$ cat config.mk
export PLATFORM = sky130hd
export DESIGN_NAME = adcc_top
export DESIGN_NICKNAME = d
export VERILOG_FILES = /design/src/adcc_pkg.sv /design/src/adcc_top.sv
export SDC_FILE = /design/constraint.sdc
export NUM_CORES = 1
export LEC_CHECK = 0
export ABC_AREA = 1
export BUFFER_PORTS_ARGS = -buffer_cell sky130_fd_sc_hd__buf_2
export CAP_MARGIN = 10
export CORE_AREA = 4 4 126 92
export DETAILED_ROUTE_END_ITERATION = 12
export DIE_AREA = 0 0 130 96
export PLACE_DENSITY = 0.78
export SETUP_SLACK_MARGIN = 0.15
export SLEW_MARGIN = 20
export SYNTH_ARGS = -nofsm -noshare
export SYNTH_HDL_FRONTEND = slang
export SYNTH_SLANG_ARGS = --single-unit
$ cat constraint.sdc
create_clock -name clk -period 4.8 [get_ports clk]
set_input_delay 0 -clock clk [delete_from_list [all_inputs] [get_ports clk]]
set_output_delay 0 -clock clk [all_outputs]
set_load 0.005 [all_outputs]
$ cat src/adcc_pkg.sv
// constants and types for the converter control block
package adcc_pkg;
  localparam int ADR_W = 8;
  localparam int DAT_W = 32;
  localparam int REG_W = 8;
  localparam int RES_W = 10;
  localparam int NUM_AIN = 28;
  localparam int CONV_DIV_DEF = 2;
  localparam int SAMPLE_TICKS_DEF = 4;

  localparam logic [ADR_W-1:0] OFS_CSR  = 8'h00;
  localparam logic [ADR_W-1:0] OFS_CTL  = 8'h04;
  localparam logic [ADR_W-1:0] OFS_RESH = 8'h08;
  localparam logic [ADR_W-1:0] OFS_RESL = 8'h0c;
  localparam logic [ADR_W-1:0] OFS_CMPH = 8'h10;
  localparam logic [ADR_W-1:0] OFS_CMPL = 8'h14;
  localparam logic [ADR_W-1:0] OFS_IST  = 8'h18;
  localparam logic [ADR_W-1:0] OFS_IMSK = 8'h1c;

  localparam int CSR_DONE  = 7;
  localparam int CSR_IEN   = 6;
  localparam int CSR_CONT  = 5;
  localparam int CHAN_MSB  = 4;
  localparam int CTL_ACT   = 7;
  localparam int CTL_TRIG  = 6;
  localparam int CTL_CMPEN = 5;
  localparam int CTL_CMPGT = 4;
  localparam int IST_DONE  = 0;
  localparam int IST_MISS  = 1;
  localparam int IST_W     = 2;

  localparam logic [4:0] CHAN_LAST_AIN = 5'h1b;
  localparam logic [4:0] CHAN_RSVD     = 5'h1c;
  localparam logic [4:0] CHAN_REFH     = 5'h1d;
  localparam logic [4:0] CHAN_REFL     = 5'h1e;
  localparam logic [4:0] CHAN_OFF      = 5'h1f;

  localparam logic [REG_W-1:0] CSR_RESET = 8'h1f;
  localparam logic [RES_W-1:0] RES_MSB   = 10'h200;

  typedef enum logic [2:0] {
    ST_IDLE    = 3'b001,
    ST_SAMPLE  = 3'b010,
    ST_CONVERT = 3'b100
  } adcc_state_type;
endpackage : adcc_pkg

$ cat src/adcc_top.sv
// converter control: register slave, trigger, sequencing and completion flag
`timescale 1ns/1ns

module adcc_top
  import adcc_pkg::*;
#(
  parameter int CONV_DIV     = adcc_pkg::CONV_DIV_DEF,
  parameter int SAMPLE_TICKS = adcc_pkg::SAMPLE_TICKS_DEF
) (
  input  wire logic                          clk,
  input  wire logic                          nrst,
  input  wire logic                          wb_cyc_i,
  input  wire logic                          wb_stb_i,
  input  wire logic                          wb_we_i,
  input  wire logic [adcc_pkg::ADR_W-1:0]    wb_adr_i,
  input  wire logic [3:0]                    wb_sel_i,
  input  wire logic [adcc_pkg::DAT_W-1:0]    wb_dat_i,
  output logic      [adcc_pkg::DAT_W-1:0]    wb_dat_o,
  output logic                               wb_ack_o,
  input  wire logic                          hw_trigger_input,
  input  wire logic                          cmp_above,
  output logic      [adcc_pkg::RES_W-1:0]    dac_code,
  output logic                               sample_hold,
  output logic                               converter_power,
  output logic      [adcc_pkg::NUM_AIN-1:0]  ain_select,
  output logic                               high_reference,
  output logic                               low_reference,
  output logic      [4:0]                    mux_select,
  output logic                               irq
);
  import adcc_pkg::*;

  localparam int DIV_W = $clog2(CONV_DIV + 1);
  localparam int SMP_W = $clog2(SAMPLE_TICKS + 1);
  localparam logic [DIV_W-1:0] DIV_LAST = DIV_W'(CONV_DIV - 1);
  localparam logic [SMP_W-1:0] SMP_LAST = SMP_W'(SAMPLE_TICKS - 1);

  // reset release
  logic rst_q1;
  logic rst_n;
  always_ff @(posedge clk or negedge nrst) begin
    if (!nrst) begin
      rst_q1 <= 1'b0;
      rst_n  <= 1'b0;
    end else begin
      rst_q1 <= 1'b1;
      rst_n  <= rst_q1;
    end
  end

  // register state
  logic             done_flag;
  logic             done_irq_enable;
  logic             continuous_enable;
  logic [4:0]       channel_select;
  logic             trigger_select;
  logic             compare_enable;
  logic             compare_greater_select;
  logic [RES_W-1:0] compare_value;
  logic [RES_W-1:0] result;
  logic [IST_W-1:0] irq_status;
  logic [IST_W-1:0] irq_mask;

  // conversion state
  adcc_state_type   state;
  adcc_state_type   next_state;
  logic [DIV_W-1:0] div_cnt;
  logic [SMP_W-1:0] smp_cnt;
  logic [RES_W-1:0] trial;
  logic             cont_run;
  logic             next_cont_run;
  logic             hw_q;

  // bus decode; a request is taken at the edge where ack is high
  wire req     = wb_cyc_i & wb_stb_i;
  wire take    = req & wb_ack_o;
  wire wr      = take & wb_we_i & wb_sel_i[0];
  wire rd      = take & ~wb_we_i;
  wire wr_csr  = wr & (wb_adr_i == OFS_CSR);
  wire wr_ctl  = wr & (wb_adr_i == OFS_CTL);
  wire wr_cmph = wr & (wb_adr_i == OFS_CMPH);
  wire wr_cmpl = wr & (wb_adr_i == OFS_CMPL);
  wire wr_ist  = wr & (wb_adr_i == OFS_IST);
  wire wr_imsk = wr & (wb_adr_i == OFS_IMSK);
  wire rd_resl = rd & (wb_adr_i == OFS_RESL);

  wire       active = (state != ST_IDLE);
  wire [4:0] wr_chan = wb_dat_i[CHAN_MSB:0];
  wire [4:0] next_channel = wr_csr ? wr_chan : channel_select; // power, input and reference selects follow the write edge
  wire       chan_on = (next_channel != CHAN_OFF);

  // conversion tick and end of the last bit trial
  wire tick     = (div_cnt == DIV_LAST);
  wire conv_end = (state == ST_CONVERT) & tick & trial[0];
  wire [RES_W-1:0] kept = cmp_above ? dac_code : (dac_code & ~trial);

  // compare qualification
  wire cmp_true = compare_greater_select ? (kept >= compare_value)
                                         : (kept < compare_value);
  wire accept = conv_end & (~compare_enable | cmp_true);
  wire miss   = conv_end & compare_enable & ~cmp_true;

  // start sources
  wire hw_rise  = hw_trigger_input & ~hw_q;
  wire sw_start = wr_csr & ~trigger_select & (wr_chan != CHAN_OFF);
  wire hw_start = trigger_select & hw_rise & chan_on & ~active & ~wr_csr;
  wire restart  = conv_end & cont_run & continuous_enable & chan_on;
  wire start    = sw_start | hw_start | restart;

  // read mux
  wire [REG_W-1:0] csr_rd = {done_flag, done_irq_enable, continuous_enable, channel_select};
  wire [REG_W-1:0] ctl_rd = {active, trigger_select, compare_enable, compare_greater_select, 4'h0};
  wire [REG_W-1:0] rd_mux =
    (wb_adr_i == OFS_CSR)  ? csr_rd :
    (wb_adr_i == OFS_CTL)  ? ctl_rd :
    (wb_adr_i == OFS_RESH) ? REG_W'(result[RES_W-1:REG_W]) :
    (wb_adr_i == OFS_RESL) ? result[REG_W-1:0] :
    (wb_adr_i == OFS_CMPH) ? REG_W'(compare_value[RES_W-1:REG_W]) :
    (wb_adr_i == OFS_CMPL) ? compare_value[REG_W-1:0] :
    (wb_adr_i == OFS_IST)  ? REG_W'(irq_status) :
    (wb_adr_i == OFS_IMSK) ? REG_W'(irq_mask) :
    8'h00;

  always_ff @(posedge clk or negedge rst_n) begin
    if (!rst_n) begin
      wb_ack_o <= 1'b0;
      wb_dat_o <= '0;
    end else begin
      wb_ack_o <= req & ~wb_ack_o;
      if (req & ~wb_ack_o) begin
        wb_dat_o <= DAT_W'(rd_mux);
      end
    end
  end

  // control/status fields
  always_ff @(posedge clk or negedge rst_n) begin
    if (!rst_n) begin
      done_irq_enable   <= CSR_RESET[CSR_IEN];
      continuous_enable <= CSR_RESET[CSR_CONT];
      channel_select    <= CSR_RESET[CHAN_MSB:0];
    end else if (wr_csr) begin
      done_irq_enable   <= wb_dat_i[CSR_IEN];
      continuous_enable <= wb_dat_i[CSR_CONT];
      channel_select    <= wr_chan;
    end
  end

  always_ff @(posedge clk or negedge rst_n) begin
    if (!rst_n) begin
      trigger_select         <= 1'b0;
      compare_enable         <= 1'b0;
      compare_greater_select <= 1'b0;
    end else if (wr_ctl) begin
      trigger_select         <= wb_dat_i[CTL_TRIG];
      compare_enable         <= wb_dat_i[CTL_CMPEN];
      compare_greater_select <= wb_dat_i[CTL_CMPGT];
    end
  end

  always_ff @(posedge clk or negedge rst_n) begin
    if (!rst_n) begin
      compare_value <= '0;
    end else begin
      if (wr_cmph) begin
        compare_value[RES_W-1:REG_W] <= wb_dat_i[RES_W-REG_W-1:0];
      end
      if (wr_cmpl) begin
        compare_value[REG_W-1:0] <= wb_dat_i[REG_W-1:0];
      end
    end
  end

  // completion: an accepted conversion wins over a clearing access
  always_ff @(posedge clk or negedge rst_n) begin
    if (!rst_n) begin
      done_flag <= 1'b0;
      result    <= '0;
    end else begin
      if (accept) begin
        done_flag <= 1'b1;
      end else if (wr_csr | rd_resl) begin
        done_flag <= 1'b0;
      end
      if (accept) begin
        result <= kept;
      end
    end
  end

  // sticky event bits, write one to clear, set wins
  always_ff @(posedge clk or negedge rst_n) begin
    if (!rst_n) begin
      irq_status <= '0;
      irq_mask   <= '0;
    end else begin
      irq_status <= (irq_status & ~(wr_ist ? wb_dat_i[IST_W-1:0] : '0))
                  | {miss, accept};
      if (wr_imsk) begin
        irq_mask <= wb_dat_i[IST_W-1:0];
      end
    end
  end

  // level request, held while flag and enable stay set or a masked event bit is set
  assign irq = (done_flag & done_irq_enable) | (|(irq_status & irq_mask));

  // continuous run: a CSR write always ends the old run
  always_comb begin
    if (sw_start) begin
      next_cont_run = wb_dat_i[CSR_CONT];
    end else if (wr_csr) begin
      next_cont_run = 1'b0;
    end else if (hw_start) begin
      next_cont_run = continuous_enable;
    end else if (conv_end & ~restart) begin
      next_cont_run = 1'b0;
    end else begin
      next_cont_run = cont_run;
    end
  end

  // sequencer
  always_comb begin
    next_state = state;
    if (wr_csr & ~sw_start) begin
      next_state = ST_IDLE;
    end else if (start) begin
      next_state = ST_SAMPLE;
    end else begin
      case (state)
        ST_IDLE: begin
          next_state = ST_IDLE;
        end
        ST_SAMPLE: begin
          if (tick && smp_cnt == SMP_LAST) begin
            next_state = ST_CONVERT;
          end
        end
        ST_CONVERT: begin
          if (conv_end) begin
            next_state = ST_IDLE;
          end
        end
        default: begin
          next_state = ST_IDLE;
        end
      endcase
    end
  end

  always_ff @(posedge clk or negedge rst_n) begin
    if (!rst_n) begin
      state    <= ST_IDLE;
      cont_run <= 1'b0;
      hw_q     <= 1'b0;
    end else begin
      state    <= next_state;
      cont_run <= next_cont_run;
      hw_q     <= hw_trigger_input;
    end
  end

  // divider restarts with each conversion so every one has equal length
  always_ff @(posedge clk or negedge rst_n) begin
    if (!rst_n) begin
      div_cnt <= '0;
    end else if (start || tick || next_state == ST_IDLE) begin
      div_cnt <= '0;
    end else begin
      div_cnt <= div_cnt + DIV_W'(1);
    end
  end

  always_ff @(posedge clk or negedge rst_n) begin
    if (!rst_n) begin
      smp_cnt <= '0;
    end else if (start) begin
      smp_cnt <= '0;
    end else if (state == ST_SAMPLE && tick) begin
      smp_cnt <= smp_cnt + SMP_W'(1);
    end
  end

  // successive approximation, msb first
  always_ff @(posedge clk or negedge rst_n) begin
    if (!rst_n) begin
      dac_code <= '0;
      trial    <= '0;
    end else if (state == ST_SAMPLE && next_state == ST_CONVERT) begin
      dac_code <= RES_MSB;
      trial    <= RES_MSB;
    end else if (state == ST_CONVERT && tick && !conv_end) begin
      dac_code <= kept | (trial >> 1);
      trial    <= trial >> 1;
    end
  end

  // analog side: powered and connected only while sampling or converting
  always_ff @(posedge clk or negedge rst_n) begin
    if (!rst_n) begin
      sample_hold     <= 1'b0;
      converter_power <= 1'b0;
      ain_select      <= '0;
      high_reference  <= 1'b0;
      low_reference   <= 1'b0;
      mux_select      <= CSR_RESET[CHAN_MSB:0];
    end else begin
      sample_hold     <= (next_state == ST_SAMPLE);
      converter_power <= (next_state != ST_IDLE) & chan_on;
      ain_select      <= ((next_state != ST_IDLE) && next_channel <= CHAN_LAST_AIN)
                         ? (NUM_AIN'(1) << next_channel) : '0;
      high_reference  <= (next_state != ST_IDLE) & (next_channel == CHAN_REFH);
      low_reference   <= (next_state != ST_IDLE) & (next_channel == CHAN_REFL);
      mux_select      <= channel_select;
    end
  end

endmodule : adcc_top

==> qor.csv, run 1 <==
metric;value;unit
outcome;finished clean;
cp_max_fo;13;
grt_pass1_wl;21850;µm
final_cell_mix;145 x nand2_1, 101 x dfrtp_1, 80 x buf_2, 71 x inv_1, 67 x nor2_1;
p_int;2.002;mW
grt_pass1_vias;4443;
dp_hpwl;9156;µm
wl_per_cell;15.02;µm
path_clk_slew;0.05;ns
coreArea;10240;µm²
cts-root-buf;clkbuf_16;
rows;31;
finalInstanceArea;6688;µm²
final_common_cell;nand2_1;
die_h;96;µm
cp.required;5.08;ns
hold_viol_final;0;
drtPass1Iterations;6;
arrival;3.34;ns
vias;4514;
setup_viol;0;
yosys_warnings;0;
synth.avg_cell_area;8.596;µm²
synthesis.area;5502;µm²
finalWorstPathRequiredPeriod;3.068;ns
clock_latency;0.41;ns
swShare;0.2234;
clock-sinks;113;
ys_seq_elements;113;
die_w;130;µm
ios;132;
worst_slew_pin_slew;0.9014;ns
p_clk_frac;0.541;
cp-start-kind;flop;
synth_edf_count;0;
start_util;0.5373;
cts_tree;built;
drc;0;
nets;802;
ys_async_sr_fraction;1.000;
endpoint_kind;flop;
n_antenna_cell;0;
grtUsageTotal;0.2266;
place.gp.congestion;0.9173;
cts_buffer_depth;2;
power_frac_comb;0.063;
seqPwrFrac;0.396;
finClkSkew;0.005473;ns
antenna_found_initial;0;
worst_hold_slack;0.06486;ns
p_leak;3.522;nW
power;2.578;mW
area_delta_synth_final;21.56;%
antenna_left;0;
post-place-ws;1.711;ns
setup_ws;1.732;ns
seq_area_frac_synth;0.5165;
max-cap-violations;0;
power_density;385.4;nW/µm²
grt_max_degree;68;
synth_cell_type_count;43;
wirelength;13260;µm
vias_per_cell;5.112;
rsz0062_at_grt;false;
slew_viol_final;0;
dieArea;12480;µm²
fin_setup_tns;0;ns
period_share;0.6393;
p_switching;0.5758;mW
n_fill_cell;830;
synthCells;640;
io_buffers;80;
final_layout_size_suffix_gt1_frac;0.2344;
critPathKind;flop to flop;
synth_top_flop_cell;dfrtp_1;
dr.first_iter.drc_count;442;
gr-total-overflow;0;
max-vdd-ir-drop;258.5;µV
clock.fmax;325.9;MHz
slew-limit-headroom;0.3969;
placed_area;5896;µm²
htree_levels;4;
hp-class;input port to flop;
cts-buffers-inserted;17;
==> logic make-up (layout without fill, tap and decap cells) <==
logic type / count (synthesis) / count (layout) / share of synthesized area
DFF: 113 / 113 / 0.5165
AOI/OAI and AO/OA: 99 / 99 / 0.1028
buffers and inverters: 122 / 210 / 0.1069
other: 2 / 25 / 0.001365
and+or+nand+nor: 290 / 290 / 0.2413
xor gates and xnor gates: 1 / 1 / 0.001592
adders and majority gates: 13 / 13 / 0.02957
==> per-stage QoR <==
step / util / std cells
floorplan: - / 663
global placement: 0.5758 / 838
detailed placement: 0.5758 / 838
CTS: 0.6531 / 883
global route: 0.6531 / 883
finish: 0.6531 / 883
==> what timing repair did <==
action                                 in CTS  in global routing
endpoints found under the hold margin      23                  0
resized for setup                           0                  0
setup buffers                               0                  0
hold buffers                               13                  0
==> synthesized netlist by cell type (all sizes together), types with 2 or more instances <==
cell / instances / area share
inv: 80 / 0.055
ha: 13 / 0.030
o21bai: 2 / 0.0034
o211ai: 2 / 0.0027
nand3: 33 / 0.038
clkinv: 3 / 0.0020
nor2: 83 / 0.069
nor3: 4 / 0.0036
buf: 31 / 0.045
nand2: 162 / 0.12
clkbuf: 8 / 0.0055
a221oi: 5 / 0.0080
a21oi: 27 / 0.025
nand4: 4 / 0.0045
dfstp: 11 / 0.053
o31ai: 2 / 0.0027
or2: 2 / 0.0023
o21ai: 54 / 0.051
dfrtp: 102 / 0.46
conb: 2 / 0.0014
a21boi: 2 / 0.0027
==> sequential cells by signal, summed over array words and instances (netlist names), 5 cells and up <==
| register | flops |
|---|---|
| ain_select | 28 |
| compare_value | 10 |
| dac_code | 10 |
| result | 10 |
| trial | 10 |
| wb_dat_o | 8 |
| channel_select | 5 |
| mux_select | 5 |
==> area by class of cell <==
class                      count  area [µm²]  share of cell area
tap                          132       165.2             0.02470
clock buffer                  20       456.7             0.06829
timing repair buffer          95       545.5             0.08157
sequential                   113        2845              0.4254
inverter                      83       311.5             0.04659
clock inverter                12       205.2             0.03068
multi-input combinational    428        2158              0.3227
==> power by group through the flow <==
stage | combinational [mW] | sequential, mW | clock (mW)
6_report | 0.163 | 1.02 | 1.39
3_5_place_dp | 0.153 | 1.04 | 0
2_1_floorplan | 0.105 | 1.04 | 0
3_3_place_gp | 0.147 | 1.03 | 0
5_1_grt | 0.189 | 1.02 | 1.46
4_1_cts | 0.163 | 1.02 | 1.41
==> final timing paths <==
| check | from | end | slack (ns) | cells after the start |
|---|---|---|---|---|
| worst max-delay path | trial[9] | result[0] | 1.73 | 12 |
| worst min-delay path | wb_dat_i[1] | compare_value[9] | 0.06 | 3 |
| worst max register to register | trial[9] | result[0] | 1.73 | 12 |
| worst min register to register | rst_q1 | rst_n | 0.36 | 0 |
| max in group asynchronous | rst_n | dac_code[5] | 3.28 | 1 |
| min in group asynchronous | rst_n | low_reference | 0.43 | 0 |
==> critical path: stages (launching register included) <==
cell      delay (ns)
dfrtp_1         0.40
a21boi_0        0.41
ha_1            0.21
nand2_1         0.07
nor2_1          0.14
a21boi_0        0.19
inv_1           0.05
nand2_1         0.06
nor2_1          0.05
o211ai_1        0.62
nand2_1         0.47
nand2_1         0.15
o21ai_0         0.09
==> layer usage <==
| layer | part of all wire | up-vias | global-route usage |
|---|---|---|---|
| li1 | - | 2180 | - |
| met1 | 0.44 | 2086 | 0.3154 |
| met2 | 0.44 | 224 | 0.3482 |
| met3 | 0.10 | 24 | 0.05214 |
| met4 | 0.016 | 0 | 0.08651 |
| met5 | 0 | - | 0 |
Power figures use the tool's default switching activity.
==> run 2: changes to the inputs <==
- CORE_AREA: 4 4 126 92 -> 4 4 132 96
- DIE_AREA: 0 0 130 96 -> 0 0 136 100
- PLACE_DENSITY: 0.78 -> 0.75
- clock period: 4.8 -> 2.6 ns (I/O delays scaled with it)
==> qor.csv, run 2 (synthesis results as in run 1) <==
metric;value;unit;change
r2r-start;dac_code[9];;
reg2regPathDepth;12;;unchanged
worst_slew_pin_slew;0.9252;ns;+0.02383 ns
area_delta_synth_final;23.70;%;
drtPass1Iterations;5;;-1
slowest_stage;dfrtp_1;;
critPathBufInv;2;;+1
cts_tree;built;;
slew-limit-headroom;0.3791;;-0.01781
wl_per_cell;14.63;µm;-2.6%
final_cells;926;;+4.9%
power_density;653.4;nW/µm²;+70%
place.gp.congestion;0.8838;;-3.7%
hold_viol_final;0;;unchanged
grt_pass1_vias;4470;;+0.61%
arrival;2.63;ns;-0.71 ns
die_w;136;µm;+4.6%
placed_cells;874;;+4.3%
min_to;compare_value[9];;
hold_path_startpoint;wb_dat_i[1];;
final_common_cell;nand2_1;;
grtUsageTotal;0.2046;;-0.02202
dp_hpwl;9594;µm;+4.8%
io_buffers;80;;unchanged
clock_latency;0.41;ns;about the same
cts_buffer_depth;2;;unchanged
nets;820;;+2.2%
period_share;0.8888;;+0.2495
antenna_found_initial;0;;unchanged
hp-class;input port to flop;;
final_cell_mix;144 x nand2_1, 101 x dfrtp_1, 80 x buf_2, 71 x inv_1, 66 x nor2_1;;
finClkSkew;0.01016;ns;+0.004691 ns
r2r_slack;0.29;ns;-1.44 ns
grt_pass1_wl;21860;µm;about the same
rsz0062_at_grt;true;;
placed_area;6022;µm²;+2.1%
largest_register;ain_select;;
die_h;100;µm;+4.2%
slew_viol_final;0;;unchanged
start_util;0.4810;;-0.05625
largest_reg_flops;28;;unchanged
max-cap-violations;0;;unchanged
max-vdd-ir-drop;526.4;µV;+100%
gr-total-overflow;0;;unchanged
fin_setup_tns;0;ns;unchanged
critPathTopFamily;compound AO/OA/AOI/OAI gates;;
cp.required;2.92;ns;-2.16 ns
cts-root-buf;clkbuf_16;;
crit_chain;a21boi_0 > buf_4 > ha_1 > nand2_1 > nor2_1 > a21boi_0 > inv_1 > nand2_1 > nor2_1 > o211ai_1 > nand2_2 > o21ai_0;;
n_fill_cell;972;;+17%
endpoint_kind;flop;;
finalWorstPathRequiredPeriod;2.311;ns;-0.7576 ns
grt_max_degree;56;;-18%
path_clk_slew;0.06;ns;about the same
cts-buffers-inserted;17;;unchanged
cp-start-kind;flop;;
p_leak;3.566;nW;+1.2%
clock.fmax;432.7;MHz;+33%
dr.first_iter.drc_count;309;;-30%
dieArea;13600;µm²;+9.0%
power;4.446;mW;+73%
clock-sinks;113;;unchanged
vias;4625;;+2.5%
ios;132;;unchanged
cp_max_fo;13;;unchanged
htree_levels;4;;unchanged
reg2reg_to;result[0];;
vias_per_cell;4.995;;-2.3%
rows;33;;+6.5%
critPathKind;flop to flop;;
setup_ws;0.2891;ns;-1.442 ns
outcome;finished clean;;
finalInstanceArea;6805;µm²;+1.8%
wirelength;13550;µm;+2.2%
post-place-ws;0.1662;ns;-1.545 ns
coreArea;11440;µm²;+12%
final_layout_size_suffix_gt1_frac;0.2562;;+0.02182
min_delay_path_depth;3;;unchanged
antenna_left;0;;unchanged
n_antenna_cell;0;;unchanged
cp_slowest_stage_delay;0.40;ns;-0.22 ns
drc;0;;unchanged
setup_viol;0;;unchanged
run 2: cell type report:
cell class	count	area, µm²	area share
clock buffers	18	429.2	0.06306
clock inverters	14	141.4	0.02078
inverters	83	311.5	0.04578
multi-input cells	430	2203	0.3238
flip-flops and latches	113	2845	0.4181
well taps	157	196.4	0.02887
repair buffers	111	678.2	0.09965
run 2: worst max path at each step:
stage / startpoint / cells past startpoint / to / slack [ns]
finish: dac_code[9] / 12 / result[0] / 0.29
global route: dac_code[9] / 13 / irq_status[0] / 0.13
CTS: dac_code[9] / 12 / result[0] / 0.16
detailed placement: dac_code[9] / 12 / result[0] / 0.17
global placement: wb_ack_o / 11 / dac_code[7] / 0.27
floorplan: trial[9] / 11 / done_flag / 0.48
run 2: worst register-to-register path: cells and delay by family (launching register included):
family	cells	cell delay, ns
AND/OR/NAND/NOR	5	0.53
flip-flops	1	0.40
adder cells (fa/ha/maj)	1	0.29
buffers and inverters	2	0.23
AO/OA/AOI/OAI	4	0.80
run 2: what timing repair did:
item | 4_1_cts | 5_1_grt
hold buffers | 13 | 0
gates resized for setup | 0 | 5
hold endpoints to repair | 23 | 0
endpoints found under the setup margin | 0 | 60
setup buffers | 0 | 5
run 2: through the flow:
stage	utilization	hold WS, ns
floorplan	-	-0.2956
global placement	0.5265	-0.2146
detailed placement	0.5265	-0.2126
CTS	0.5878	0.06106
global route	0.5950	0.09876
finish	0.5950	0.06054
run 2: metal layers:
layer / global-route usage / wire length (µm)
met1: 0.2913 / 6144
met2: 0.3146 / 6267
met3: 0.04960 / 991
met4: 0.05809 / 147
met5: 0 / 0
run 2: report_power, final:
| group | switching (mW) | leakage [nW] | internal, mW | total [mW] |
|---|---|---|---|---|
| registers | 0.0655 | 1.49 | 1.82 | 1.89 |
| logic | 0.198 | 1.82 | 0.149 | 0.347 |
| clock network | 0.810 | 0.262 | 1.40 | 2.21 |
==> run 3: changes to the inputs <==
- CORE_AREA: 4 4 132 96 -> 2 2 124 90
- DIE_AREA: 0 0 136 100 -> 0 0 126 92
- PLACE_DENSITY: 0.75 -> 0.78
- clock period: 2.6 -> 2.5 ns (I/O delays scaled with it)
==> qor.csv, run 3 (synthesis results as in run 1) <==
metric;value;unit;change
critPathLaunch;dac_code[1];;
p_clk_frac;0.529;;+0.032
drtPass1Iterations;5;;unchanged
max-vdd-ir-drop;545.2;µV;+3.6%
power_frac_comb;0.078;;about the same
r2r-start;dac_code[1];;
n_antenna_cell;0;;unchanged
worst_slew_pin_slew;0.8125;ns;-0.1127 ns
min_delay_path_depth;3;;unchanged
io_buffers;80;;unchanged
vias_per_cell;5.198;;+4.1%
gr-total-overflow;0;;unchanged
ios;132;;unchanged
cts-root-buf;clkbuf_16;;
antenna_found_initial;0;;unchanged
cts_buffer_depth;2;;unchanged
clock-sinks;113;;unchanged
fin_setup_tns;0;ns;unchanged
cts_tree;built;;
path_clk_slew;0.05;ns;about the same
final_common_cell;nand2_1;;
nets;825;;+0.61%
grtUsageTotal;0.2481;;+0.04349
dr.first_iter.drc_count;413;;+34%
crit_path_end;result[9];;
period_share;0.9219;;+0.03314
area_delta_synth_final;27.34;%;
largest_reg_flops;28;;unchanged
n_fill_cell;823;;-15%
drc;0;;unchanged
cp_max_fo;5;;-8
slew-limit-headroom;0.4547;;+0.07564
cp_slowest_stage_delay;0.36;ns;-0.04 ns
cts-buffers-inserted;17;;unchanged
clock.fmax;433.9;MHz;+0.26%
largest_register;ain_select;;
start_util;0.5205;;+0.03946
arrival;2.65;ns;+0.02 ns
final_layout_size_suffix_gt1_frac;0.2778;;+0.02160
die_w;126;µm;-7.4%
finalInstanceArea;7005;µm²;+2.9%
grt_pass1_wl;22380;µm;+2.4%
slew_viol_final;0;;unchanged
p_leak;3.659;nW;+2.6%
finalWorstPathRequiredPeriod;2.305;ns;-0.006039 ns
outcome;finished clean;;
max-cap-violations;0;;unchanged
dieArea;11590;µm²;-15%
p_switching;1.110;mW;+3.4%
place.gp.congestion;0.9197;;+4.1%
critPathKind;flop to flop;;
grt_max_degree;55;;-1.8%
endpoint_kind;flop;;
cp-start-kind;flop;;
htree_levels;4;;unchanged
coreArea;10570;µm²;-7.6%
hp-class;input port to flop;;
rows;32;;-3.0%
r2r_slack;0.20;ns;-0.09 ns
cp.required;2.85;ns;-0.07 ns
setup_viol;0;;unchanged
crit_chain;inv_1 > a21oi_1 > ha_1 > a21oi_1 > nor2_2 > nor2_2 > nand2_1 > o211ai_1 > buf_4 > buf_8 > nand3_1 > nand2_1;;
placed_area;6011;µm²;-0.19%
die_h;92;µm;-8.0%
antenna_left;0;;unchanged
finClkSkew;0.007499;ns;-0.002666 ns
p_int;3.879;mW;+15%
hold_viol_final;0;;unchanged
dp_hpwl;9319;µm;-2.9%
wl_per_cell;15.61;µm;+6.7%
wirelength;14210;µm;+4.8%
grt_pass1_vias;4533;;+1.4%
swShare;0.2225;;-0.01898
fin_util;0.6628;;+0.06775
reg2regPathDepth;12;;unchanged
worst_hold_slack;0.05027;ns;-0.01026 ns
slowest_stage;dfrtp_1;;
clock_latency;0.41;ns;about the same
rsz0062_at_grt;true;;
seqPwrFrac;0.393;;-0.032
final_cell_mix;143 x nand2_1, 101 x dfrtp_1, 80 x buf_2, 71 x inv_1, 63 x nor2_1;;
vias;4730;;+2.3%
power_density;712.2;nW/µm²;+9.0%
power;4.989;mW;+12%
reg2reg_to;result[9];;
run 3: changes by cell type in the layout (fill, tap and decap cells not counted), moves of 2 or more:
cell,delta
clkbuf_8,+2
clkbuf_1,+2
o21ai_0,-3
nor2_1,-3
a21boi_0,-2
a21oi_1,-5
o21ai_1,+3
bufinv_16,+3
nand2_4,+2
clkinvlp_4,-5
nor2_2,+2
buf_4,+2
a21oi_2,+4
run 3: through the flow:
step | setup slack [ns] | cells
after floorplan | 0.3801 | 663
after global placement | 0.1809 | 855
after detailed placement | 0.08880 | 855
after CTS | 0.1429 | 903
after global routing | -0.007439 | 910
final | 0.1952 | 910
run 3: final cells by class:
cell class / instances / area [µm²] / share of cell area
Timing Repair Buffer: 115 / 733.2 / 0.1047
Clock buffer: 22 / 464.2 / 0.06626
Sequential cell: 113 / 2845 / 0.4061
Clock inverter: 10 / 181.4 / 0.02590
Inverter: 83 / 311.5 / 0.04447
Tap cell: 136 / 170.2 / 0.02429
Multi-Input combinational cell: 431 / 2300 / 0.3283
run 3: timing repair:
item	4_1_cts	5_1_grt
setup endpoints to repair	31	47
buffers inserted	2	4
hold buffers	13	0
pin swaps	1	7
hold endpoints to repair	23	0
gates cloned	1	3
resized for setup	2	30
run 3: metal layers:
layer / global-route usage / vias to the layer above / wire length, µm / part of all wire
met5: 0 / - / 0 / 0
met4: 0.08059 / 0 / 211 / 0.015
met3: 0.06943 / 25 / 1123 / 0.079
met2: 0.3750 / 205 / 6666 / 0.47
met1: 0.3482 / 2268 / 6204 / 0.44
li1: - / 2232 / - / -
run 3: worst min path at each step:
stage                      startpoint          endpoint  slack, ns
final                     wb_dat_i[1]       irq_mask[1]       0.05
after global routing      wb_dat_i[1]  compare_value[1]       0.08
after CTS                 wb_dat_i[1]       irq_mask[1]       0.03
after detailed placement         nrst            rst_q1      -0.21
after global placement           nrst            rst_q1      -0.22
after floorplan                  nrst             rst_n      -0.30
run 3: worst max-delay path, delay by kind of cell (launching register included):
| family | cells | cell delay, ns |
|---|---|---|
| AOI/OAI and AO/OA | 3 | 0.66 |
| adders and majority gates | 1 | 0.33 |
| and+or+nand+nor | 5 | 0.49 |
| buffers and inverters | 3 | 0.39 |
| DFF | 1 | 0.36 |
run 3: power by group through the flow:
stage	logic (mW)	clock network, mW	registers (mW)
6_report	0.388	2.64	1.96
5_1_grt	0.438	2.76	1.97
4_1_cts	0.353	2.66	1.96
3_5_place_dp	0.331	0	1.99
3_3_place_gp	0.322	0	1.98
2_1_floorplan	0.201	0	1.99
